===== src/shared/failsafe_pkg.sv =====
// Package with constants and carrier types for the communication-loss fail-safe writer.
// Function
// RULE_01 - The timeout setting is a 32-bit unsigned count that network silence is compared against.
// RULE_02 - After reset the timeout setting holds the equivalent of ten seconds.
// RULE_03 - Expiry raises timeout processing only when the active protocol enables timeout processing.
// RULE_04 - The fail-safe table holds at most ten entries, each a function code identifier and a value.
// RULE_05 - A triggered timeout steps through every table index and evaluates each entry.
// RULE_06 - An entry with an empty function code identifier is disabled and gets no write.
// RULE_07 - Each entry with a function code identifier has its value written to that drive function code.
// RULE_08 - After reset every entry is disabled with an empty identifier.
// RULE_09 - Each valid message restarts the silence timer, and processing runs once per loss episode.
// RULE_10 - Writes go out in ascending index order, one at a time, each awaiting completion.
package failsafe_pkg;
  // ****************************************************************
  // Timing
  // ****************************************************************
  localparam int unsigned CLK_HZ = 25000000;
  localparam int unsigned DEF_TIMEOUT_MS = 10000;
  localparam logic [31:0] DEF_TIMEOUT_MS_32 = 32'h0000_2710;
  localparam int unsigned CYC_PER_MS = CLK_HZ / 1000;
  localparam logic [15:0] CYC_PER_MS_16 = 16'(CYC_PER_MS);

  // ****************************************************************
  // Table layout and register map
  // ****************************************************************
  localparam int unsigned NUM_ENTRIES = 10;
  localparam int unsigned IDX_W = 4;
  localparam int unsigned FC_W = 16;
  localparam int unsigned VAL_W = 16;
  localparam logic [FC_W-1:0] FC_EMPTY = 16'h0000;
  localparam logic [VAL_W-1:0] VAL_RST = 16'h0000;
  localparam int unsigned ADDR_W = 8;
  localparam logic [ADDR_W-1:0] ADR_TIMEOUT = 8'h00;
  localparam logic [ADDR_W-1:0] ADR_CTRL = 8'h04;
  localparam logic [ADDR_W-1:0] ADR_STATUS = 8'h08;
  localparam logic [ADDR_W-1:0] ADR_TABLE = 8'h40;
  localparam int unsigned CTRL_EN_BIT = 0;
  localparam int unsigned TBL_FC_LSB = 16;
  localparam int unsigned ST_LOST_BIT = 0;
  localparam int unsigned ST_BUSY_BIT = 1;
  localparam int unsigned ST_CNT_LSB = 8;

  // Write request toward the drive's function-code store.
  typedef struct packed {
    logic req;
    logic [FC_W-1:0] code;
    logic [VAL_W-1:0] value;
  } fc_wr_s;

  // Register port read answer.
  typedef struct packed {
    logic valid;
    logic [31:0] data;
  } rd_rsp_s;

  typedef enum logic [1:0] {ST_IDLE, ST_SCAN, ST_WAIT, ST_HOLD} proc_e;
endpackage


===== src/hdl/silence_timer.sv =====
// Millisecond silence timer that flags expiry of the communication timeout.
`timescale 1ns/100ps
module silence_timer (
  input wire logic mclk,
  input wire logic rst_sync_n,
  input wire logic msg_valid,
  input wire logic [31:0] timeout_ms,
  output logic expired
);
  import failsafe_pkg::*;

  typedef struct packed {
    logic [15:0] pre;
    logic [31:0] ms;
    logic exp;
  } tmr_s;

  tmr_s cur_ff;
  tmr_s nxt_cur;

  assign expired = cur_ff.exp;

  // A message clears everything; a zero setting never expires so the feature can be parked.
  always_comb begin
    nxt_cur = cur_ff;
    if (msg_valid) begin
      nxt_cur = '0; // RULE_09
    end else if (!cur_ff.exp && timeout_ms != 32'h0000_0000) begin
      if (cur_ff.pre == CYC_PER_MS_16 - 16'h0001) begin
        nxt_cur.pre = '0;
        nxt_cur.ms = cur_ff.ms + 32'h0000_0001;
        if (cur_ff.ms + 32'h0000_0001 >= timeout_ms) begin
          nxt_cur.exp = 1'b1; // RULE_01
        end
      end else begin
        nxt_cur.pre = cur_ff.pre + 16'h0001;
      end
    end
  end

  // State register.
  always_ff @(posedge mclk or negedge rst_sync_n) begin
    if (!rst_sync_n) begin
      cur_ff <= '0;
    end else begin
      cur_ff <= nxt_cur;
    end
  end
endmodule


===== src/hdl/comm_loss_failsafe_writer.sv =====
// Communication-loss supervisor that writes fail-safe values to the drive's function codes.
`timescale 1ns/100ps
module comm_loss_failsafe_writer (
  input wire logic mclk,
  input wire logic rst_n,
  input wire logic msg_valid,
  input wire logic proto_timeout_en,
  input wire logic [failsafe_pkg::ADDR_W-1:0] reg_addr,
  input wire logic [31:0] reg_wdata,
  input wire logic reg_wr,
  input wire logic reg_rd,
  output failsafe_pkg::rd_rsp_s reg_rsp,
  output failsafe_pkg::fc_wr_s fc_wr,
  input wire logic fc_wr_done,
  output logic comm_lost,
  output logic failsafe_busy
);
  import failsafe_pkg::*;

  // ****************************************************************
  // Reset release
  // ****************************************************************
  logic [1:0] rst_sync_ff;
  logic rst_sync_n;

  // Asynchronous assert, release through two flops so every register leaves reset on one edge.
  always_ff @(posedge mclk or negedge rst_n) begin
    if (!rst_n) begin
      rst_sync_ff <= 2'b00;
    end else begin
      rst_sync_ff <= {rst_sync_ff[0], 1'b1};
    end
  end
  assign rst_sync_n = rst_sync_ff[1];

  // ****************************************************************
  // State
  // ****************************************************************
  typedef struct packed {
    logic [31:0] timeout_ms;
    logic trig_en;
    logic [NUM_ENTRIES-1:0][FC_W-1:0] code;
    logic [NUM_ENTRIES-1:0][VAL_W-1:0] value;
    proc_e st;
    logic [IDX_W-1:0] idx;
    logic [7:0] run_cnt;
    rd_rsp_s rsp;
    fc_wr_s wr;
    logic lost;
    logic busy;
  } top_s;

  top_s cur_ff;
  top_s nxt_cur;
  logic expired;

  silence_timer u_timer (
    .mclk(mclk),
    .rst_sync_n(rst_sync_n),
    .msg_valid(msg_valid),
    .timeout_ms(cur_ff.timeout_ms),
    .expired(expired)
  );

  assign reg_rsp = cur_ff.rsp;
  assign fc_wr = cur_ff.wr;
  assign comm_lost = cur_ff.lost;
  assign failsafe_busy = cur_ff.busy;

  // Table slot decode; returns NUM_ENTRIES when the address does not hit the table.
  function automatic logic [IDX_W-1:0] tbl_slot(input logic [ADDR_W-1:0] a);
    logic [ADDR_W-1:0] off;
    off = a - ADR_TABLE;
    if (a >= ADR_TABLE && off[1:0] == 2'b00 && off[ADDR_W-1:2] < (ADDR_W-2)'(NUM_ENTRIES)) begin
      tbl_slot = off[IDX_W+1:2];
    end else begin
      tbl_slot = IDX_W'(NUM_ENTRIES);
    end
  endfunction

  // ****************************************************************
  // Next-state logic
  // ****************************************************************
  always_comb begin
    logic [IDX_W-1:0] slot;
    slot = tbl_slot(reg_addr);
    nxt_cur = cur_ff;
    nxt_cur.rsp = '0;

    // Register writes. Table edits during a scan take effect on entries not yet visited.
    if (reg_wr) begin
      if (reg_addr == ADR_TIMEOUT) begin
        nxt_cur.timeout_ms = reg_wdata; // RULE_01
      end else if (reg_addr == ADR_CTRL) begin
        nxt_cur.trig_en = reg_wdata[CTRL_EN_BIT];
      end else if (slot != IDX_W'(NUM_ENTRIES)) begin
        nxt_cur.code[slot] = reg_wdata[TBL_FC_LSB +: FC_W]; // RULE_04
        nxt_cur.value[slot] = reg_wdata[VAL_W-1:0];
      end
    end

    // Register reads; unmapped addresses answer zero.
    if (reg_rd) begin
      nxt_cur.rsp.valid = 1'b1;
      if (reg_addr == ADR_TIMEOUT) begin
        nxt_cur.rsp.data = cur_ff.timeout_ms;
      end else if (reg_addr == ADR_CTRL) begin
        nxt_cur.rsp.data[CTRL_EN_BIT] = cur_ff.trig_en;
      end else if (reg_addr == ADR_STATUS) begin
        nxt_cur.rsp.data[ST_LOST_BIT] = cur_ff.lost;
        nxt_cur.rsp.data[ST_BUSY_BIT] = cur_ff.busy;
        nxt_cur.rsp.data[ST_CNT_LSB +: 8] = cur_ff.run_cnt;
      end else if (slot != IDX_W'(NUM_ENTRIES)) begin
        nxt_cur.rsp.data = {cur_ff.code[slot], cur_ff.value[slot]};
      end
    end

    nxt_cur.lost = expired;

    // Fail-safe sequencer.
    unique case (cur_ff.st)
      ST_IDLE: begin
        // Expiry only starts processing when the protocol and software both enable it.
        if (expired && proto_timeout_en && cur_ff.trig_en) begin // RULE_03
          nxt_cur.st = ST_SCAN;
          nxt_cur.idx = '0;
          nxt_cur.busy = 1'b1;
          nxt_cur.run_cnt = cur_ff.run_cnt + 8'h01;
        end
      end
      ST_SCAN: begin
        if (cur_ff.idx == IDX_W'(NUM_ENTRIES)) begin // RULE_05
          nxt_cur.st = ST_HOLD;
          nxt_cur.busy = 1'b0;
        end else if (cur_ff.code[cur_ff.idx] == FC_EMPTY) begin
          nxt_cur.idx = cur_ff.idx + 4'h1; // RULE_06
        end else begin
          nxt_cur.wr.req = 1'b1; // RULE_07
          nxt_cur.wr.code = cur_ff.code[cur_ff.idx];
          nxt_cur.wr.value = cur_ff.value[cur_ff.idx];
          nxt_cur.st = ST_WAIT;
        end
      end
      ST_WAIT: begin
        // The request stands until the store reports completion, then the next index follows.
        if (fc_wr_done) begin // RULE_10
          nxt_cur.wr.req = 1'b0;
          nxt_cur.idx = cur_ff.idx + 4'h1;
          nxt_cur.st = ST_SCAN;
        end
      end
      ST_HOLD: begin
        // Stay here until traffic resumes, so one loss episode gives one pass.
        if (!expired) begin // RULE_09
          nxt_cur.st = ST_IDLE;
        end
      end
    endcase
  end

  // ****************************************************************
  // State register
  // ****************************************************************
  always_ff @(posedge mclk or negedge rst_sync_n) begin
    if (!rst_sync_n) begin
      cur_ff <= '0;
      cur_ff.timeout_ms <= DEF_TIMEOUT_MS_32; // RULE_02
      cur_ff.trig_en <= 1'b1;
      cur_ff.code <= {NUM_ENTRIES{FC_EMPTY}}; // RULE_08
      cur_ff.value <= {NUM_ENTRIES{VAL_RST}};
      cur_ff.st <= ST_IDLE;
    end else begin
      cur_ff <= nxt_cur;
    end
  end
endmodule


===== config.mk =====
export PLATFORM = sky130hd
export DESIGN_NAME = comm_loss_failsafe_writer
export DESIGN_NICKNAME = d
export VERILOG_FILES = /design/src/shared/failsafe_pkg.sv /design/src/hdl/silence_timer.sv /design/src/hdl/comm_loss_failsafe_writer.sv
export SDC_FILE = /design/constraint.sdc
export NUM_CORES = 1
export LEC_CHECK = 0
export ABC_CLOCK_PERIOD_IN_PS = 13300
export BUFFER_PORTS_ARGS = -buffer_cell sky130_fd_sc_hd__buf_2
export CAP_MARGIN = 5
export CORE_MARGIN = 2
export CORE_UTILIZATION = 39
export CTS_CLUSTER_SIZE = 10
export DETAILED_ROUTE_END_ITERATION = 8
export SLEW_MARGIN = 10
export SYNTH_ARGS = -nofsm -noshare
export SYNTH_HDL_FRONTEND = slang
export SYNTH_SLANG_ARGS = --single-unit

===== constraint.sdc =====
create_clock -name mclk -period 13.3 [get_ports mclk]
set_clock_uncertainty 0.1 [all_clocks]
set_input_delay 2.66 -clock mclk [delete_from_list [all_inputs] [get_ports mclk]]
set_output_delay 2.66 -clock mclk [all_outputs]
set_load 0.1 [all_outputs]

# Word level (Yosys, flattened, before mapping)

Cells that the tools add are included.

Bits in registers: 486
Input bits: 47
Output and inout bits: 68
Word-level logic and storage cells: 139

Add/sub/neg operators: 5
$lt $le $gt $ge: 6
Equality and inequality tests: 16
Multiplexer cells: 43
Bitwise gates (word level): 4
Reductions and logical operators: 29

Operators with widths:

| operator                | number |
|---|---|
| $bwmux W160             | 2 |
| $bmux W16 S4            | 4 |
| $mux W33                | 4 |
| $mux W16                | 7 |
| $mux W49                | 2 |
| $demux W16 S4           | 1 |
| $mux W32                | 2 |
| $add A32 B1 Y32 const B | 1 |
| $ge A32 B32 Y1          | 1 |
| $reduce_bool A32 Y1     | 1 |
| $mux W31                | 1 |
| $add A16 B1 Y16 const B | 1 |
| $eq A16 B15 Y1 const B  | 1 |
| $logic_not A16 Y1       | 1 |
| $mux W14                | 1 |
| $ne A2 B2 Y1 const B    | 7 |
| $mux W4                 | 3 |
| $mux W6                 | 2 |
| $pmux W4 S3             | 1 |
| $reduce_and A3 Y1       | 4 |
| $reduce_and A4 Y1       | 3 |
| $lt A4 B5 Y1 const B    | 2 |
| $reduce_bool A2 Y1      | 5 |
| $add A8 B1 Y8 const B   | 1 |
| 25 further kinds        | 45 |

# Logic depth before layout (Yosys ltp)

Depth after elaboration: 12
Mapped depth: 16
Depth with buffers taken out: 15

# Hierarchy

A second synthesis with hierarchy kept.

Cells, all modules: 2,214
Area total of the unflattened synthesis: 25,962.4 um^2

By module, submodules not included:

| module                    | times used | cells each | area an instance (um^2) |
|---|---|---|---|
| comm_loss_failsafe_writer | 1          | 1,733      | 21,973.6 |
| silence_timer             | 1          | 481        | 3,988.8 |

# Worst setup path after synthesis

No wires, ideal clock.

Path kind: input -> register
Start: input port reg_addr[1] (netlist name)
End: register cur_ff[130] (netlist name)
Arrival: 4.680 ns
Required time: 13.075 ns
Slack: 8.395 ns
Stages: 7
Cell sequence: or4b_1 > nor2_2 > nand3_1 > clkbuf_1 > nor2_1 > buf_2 > mux2_2

Cells in the longest elaborated chain, start to end: 10
Elaborated cells between the ends (all ways): 19
Those cells by class: 1 x add/sub; 4 x order compare; 2 x eq/ne; 4 x mux; 2 x bitwise; 6 x reduce/logical

RTL lines:

| item                                                                   | RTL line                         | source |
|---|---|---|
| start: declaration                                                     | comm_loss_failsafe_writer.sv:8   | `input wire logic [failsafe_pkg::ADDR_W-1:0] reg_addr,` |
| parallel branches: the longest is 10 deep, another holds $sub A8 B7 Y8 | -                                |  |
| end signal: assignment                                                 | comm_loss_failsafe_writer.sv:173 | `cur_ff <= nxt_cur;` |
| end: declaration                                                       | comm_loss_failsafe_writer.sv:53  | `top_s cur_ff;` |

Parallel ways; which one is timed is not known.
A chain may end at the register's enable or synchronous reset.

# Worst setup path in the final report

Start: input port reg_addr[1] (netlist name)
End: register cur_ff[227] (netlist name)

Same word-level chain as after synthesis.

==> summary by stage <==
GRT
Entering global routing, the biggest net connects 189 pins. The via count of the first global-routing pass is 18,300. The first global-routing pass estimated 116,000 um of wire. Global routing consumed, over all layers together, 22.5% of the routing resources. After global routing the overflow that remains totals 0. The number of antenna violations at the first check in global routing is 6.

Timing
The final worst-path cycle share is 43.5%. The final count of hold timing violations is 0. Setup violations remaining at the end of the flow were counted as 0.

The slew at the pin closest to its max-slew limit is 1.25 ns. Setup repair after global routing left no endpoint under its margin. Headroom to the max-slew limit came out at 16.2%.

The highest clock frequency the design can meet is 173 MHz. Counting I/O delays and the setup requirement, the final critical path takes 5.78 ns. Setup slack closes at 7.52 ns. The smallest hold slack is 0.232 ns.

The setup total negative slack is 0 ns. The number of max-slew violations in the final report was 0.

Worst hold path
The type of the worst min-delay path is reg -> async.

Run
The tool flagged a number of max-cap violations equal to 0.

Floorplan
The region available for standard cell placement spans 64,500 sq um. The floorplan step set the die height to 259 um. The width of the die is 259 um.

The boundary pin count is 115. Row generation in the floorplan step produced 93 rows. The initial core utilization is 39.5%. The area of the die is 67,300 sq um.

Clocking
No sink is reached through more buffers than the 3 on the longest clock path. Clock tree synthesis found a total of 486 sinks. TritonCTS built the clock tree. The clock tree synthesis step divided the H-tree into 2 levels.

Hold repair after CTS inserted 0 buffers. The clock latency of the later-clocked register in the worst-skew pair is 0.65 ns. The total setup buffers inserted after CTS is 0. The post-CTS resize count is 0. Buffers inserted during clock tree synthesis total 57. The tree is rooted in a clkbuf_16. After clock tree synthesis, the clock-pin slew on the worst setup and hold paths is 0.06 ns.

Worst setup path
STA classifies the critical path startpoint as an input port. The largest single stage delay on the critical path is 1.21 ns. The worst setup path is captured at a flop. The critical path is of the in -> reg type. The maximum fanout along the worst path is 22. The cell with the largest stage delay on the worst path is nor4_4. For the worst setup path, the data required time is 13.72 ns.

Data arrives at the worst endpoint at 6.20 ns. The critical path goes through buf_2 -> nor4b_1 -> and2_1 -> nand2_2 -> nor4_4 -> buf_4 -> mux2_2.

Finish
From synthesis to final layout, the design area changed by 9.63%. The final instance area is 27,900 sq um. Cells with a size suffix above 1 make up 35.3% of the layout.

The final layout contains 2,192 nets. The library cells used most frequently in the layout, excluding fill and tap cells, are dfrtp_1 (476), mux2_2 (404), o22ai_1 (130). The number of standard cells in the layout, taps in and fillers out is 2,990. For this run, the share of the core covered by cells in the final layout is 43.3%.

The most common cell after layout, fill and taps aside is dfrtp_1.

Placed design
The post-DP HPWL is 47,000 um. Routability-driven placement finished with a final weighted congestion of 0.814. The placed instance area is 26,200 sq um.

The number of placed instances with taps included is 2,898. The worst slack at placement is 6.94 ns. Input and output buffers added on the ports amount to 114.

Routing
After detailed routing, the average wire length per cell comes to 25.3 um. After detailed routing, the number of remaining DRC violations is 0. The post-detailed-route count of antenna-violating nets is 0.

Detailed routing inserted a total of 17,800 vias. The first-pass detailed-route iteration total is 5. Using the TritonRoute via totals, the vias-per-cell ratio works out to 5.95. The total wire length after detailed routing is 75,500 um. The number of design-rule violations left by the first detailed-router iteration is 1,603.

Synth
The portion of the post-synthesis area used by sequential elements is 47.8%. In the post-synthesis netlist, the biggest area contributors are dfrtp_1 (47%), mux2_2 (18%), mux4_2 (4.2%), o22ai_1 (3.2%), o21ai_0 (2.2%). Yosys printed 0 warnings. The dominant synthesized flop cell is dfrtp_1. Counting every net in the synthesized netlist gives 2,225. Counting flops and latches in the post-synthesis netlist gives 486. In this run, distinct cell masters in the synthesized netlist total 67. The cell count after synthesis came out at 2,135.

The share of the synthesized area in the top cell type is 47.2%. Counting flops with a built-in enable in the synthesized netlist gives 0. The post-synthesis async set-or-reset flop share is 100%. The area of the mapped netlist is 25,500 sq um. The synthesized area per cell is 11.9 sq um.

The top cell type by total area after synthesis is dfrtp_1.

Power
For this design the ratio of total power to cell area is 149 nW/um^2. The final total power is 4.15 mW. Summed over all cells, the static leakage comes to 12.9 nW. The worst-case IR drop observed on VDD is 0.0000943 V.

Run status
The run finished with clean final reports.
==> worst paths after layout <==
| check | startpoint | end | slack (ns) | cells past startpoint |
|---|---|---|---|---|
| max | reg_addr[1] | cur_ff[227] | 7.52 | 7 |
| min | rst_sync_ff[1] | u_timer.cur_ff[34] | 0.23 | 0 |
| max reg2reg | cur_ff[76] | fc_wr[31] | 7.81 | 10 |
| min reg2reg | rst_sync_ff[1] | u_timer.cur_ff[34] | 0.23 | 0 |
| max in group asynchronous | rst_sync_ff[1] | cur_ff[367] | 10.59 | 2 |
| min in group mclk | rst_sync_ff[0] | rst_sync_ff[1] | 0.25 | 0 |
==> Yosys cell counts, drive strengths merged (4+ instances only) <==
cell and instances:
a21oi 22, ha 43, mux2 451, nor3 18, dfrtp 480, nand3 32, mux4 48, nor2 88
buf 155, a32oi 22, inv 45, a31o 15, nand4 17, o31ai 6, nor2b 31, and3 11
nand2 83, o21ai 124, a21o 15, o221ai 17, a221o 31, nor3b 4, a22o 8, nor4 20
nand2b 13, a21boi 8, clkbuf 86, xor2 13, mux2i 7, a31oi 5, a22oi 25, dfstp 6
xnor2 29, o22ai 130
==> worst max-delay path: cells and delay by family <==
family	cells	cell delay (ns)
buf+inv	2	0.59
mux	1	0.38
simple gates	4	2.53
==> cell type report <==
| cell class | count | area, sq um |
|---|---|---|
| Sequential cell | 486 | 12200 |
| Tap cell | 855 | 1070 |
| Clock inverter | 7 | 87.6 |
| Timing Repair Buffer | 149 | 846 |
| Inverter | 45 | 169 |
| Fill cell | 5997 | 36600 |
| Clock buffer | 82 | 1570 |
| Antenna cell | 3 | 7.51 |
| Multi-Input combinational cell | 1363 | 12000 |
==> state kept, by name (all words and copies together), names as in the netlist <==
register,flops
cur_ff,367
u_timer.cur_ff,48
fc_wr,33
reg_rsp,33
rst_sync_ff,2
comm_lost,1
failsafe_busy,1
u_timer.expired,1
==> kinds of logic after synthesis <==
group / Yosys count / synth area share [%]
xor gates and xnor gates: 42 / 1.45
buffers and inverters: 286 / 5.64
other: 1 / 0.0147
DFF: 486 / 47.8
and+or+nand+nor: 333 / 6.59
muxes: 506 / 24.9
AOI/OAI and AO/OA: 438 / 11.5
adders and majority gates: 43 / 2.11
==> layer usage <==
layer	vias up	wire [um]	share of wire, %	track usage [%]
met2	687	35100	46	35.8
met3	175	4930	6.5	3.33
met1	9148	32300	43	30.6
met5	-	39	0.052	0
met4	6	3150	4.2	9.56
li1	7775	-	-	-
==> power breakdown <==
part	switching, mW	internal (mW)	leakage (nW)
Sequential	0.132	1.57	6.66
Combinational	0.678	0.334	5.42
Clock	0.621	0.811	0.800
Total	1.43	2.72	12.9
Note: power is estimated with default switching activity, not from simulation.
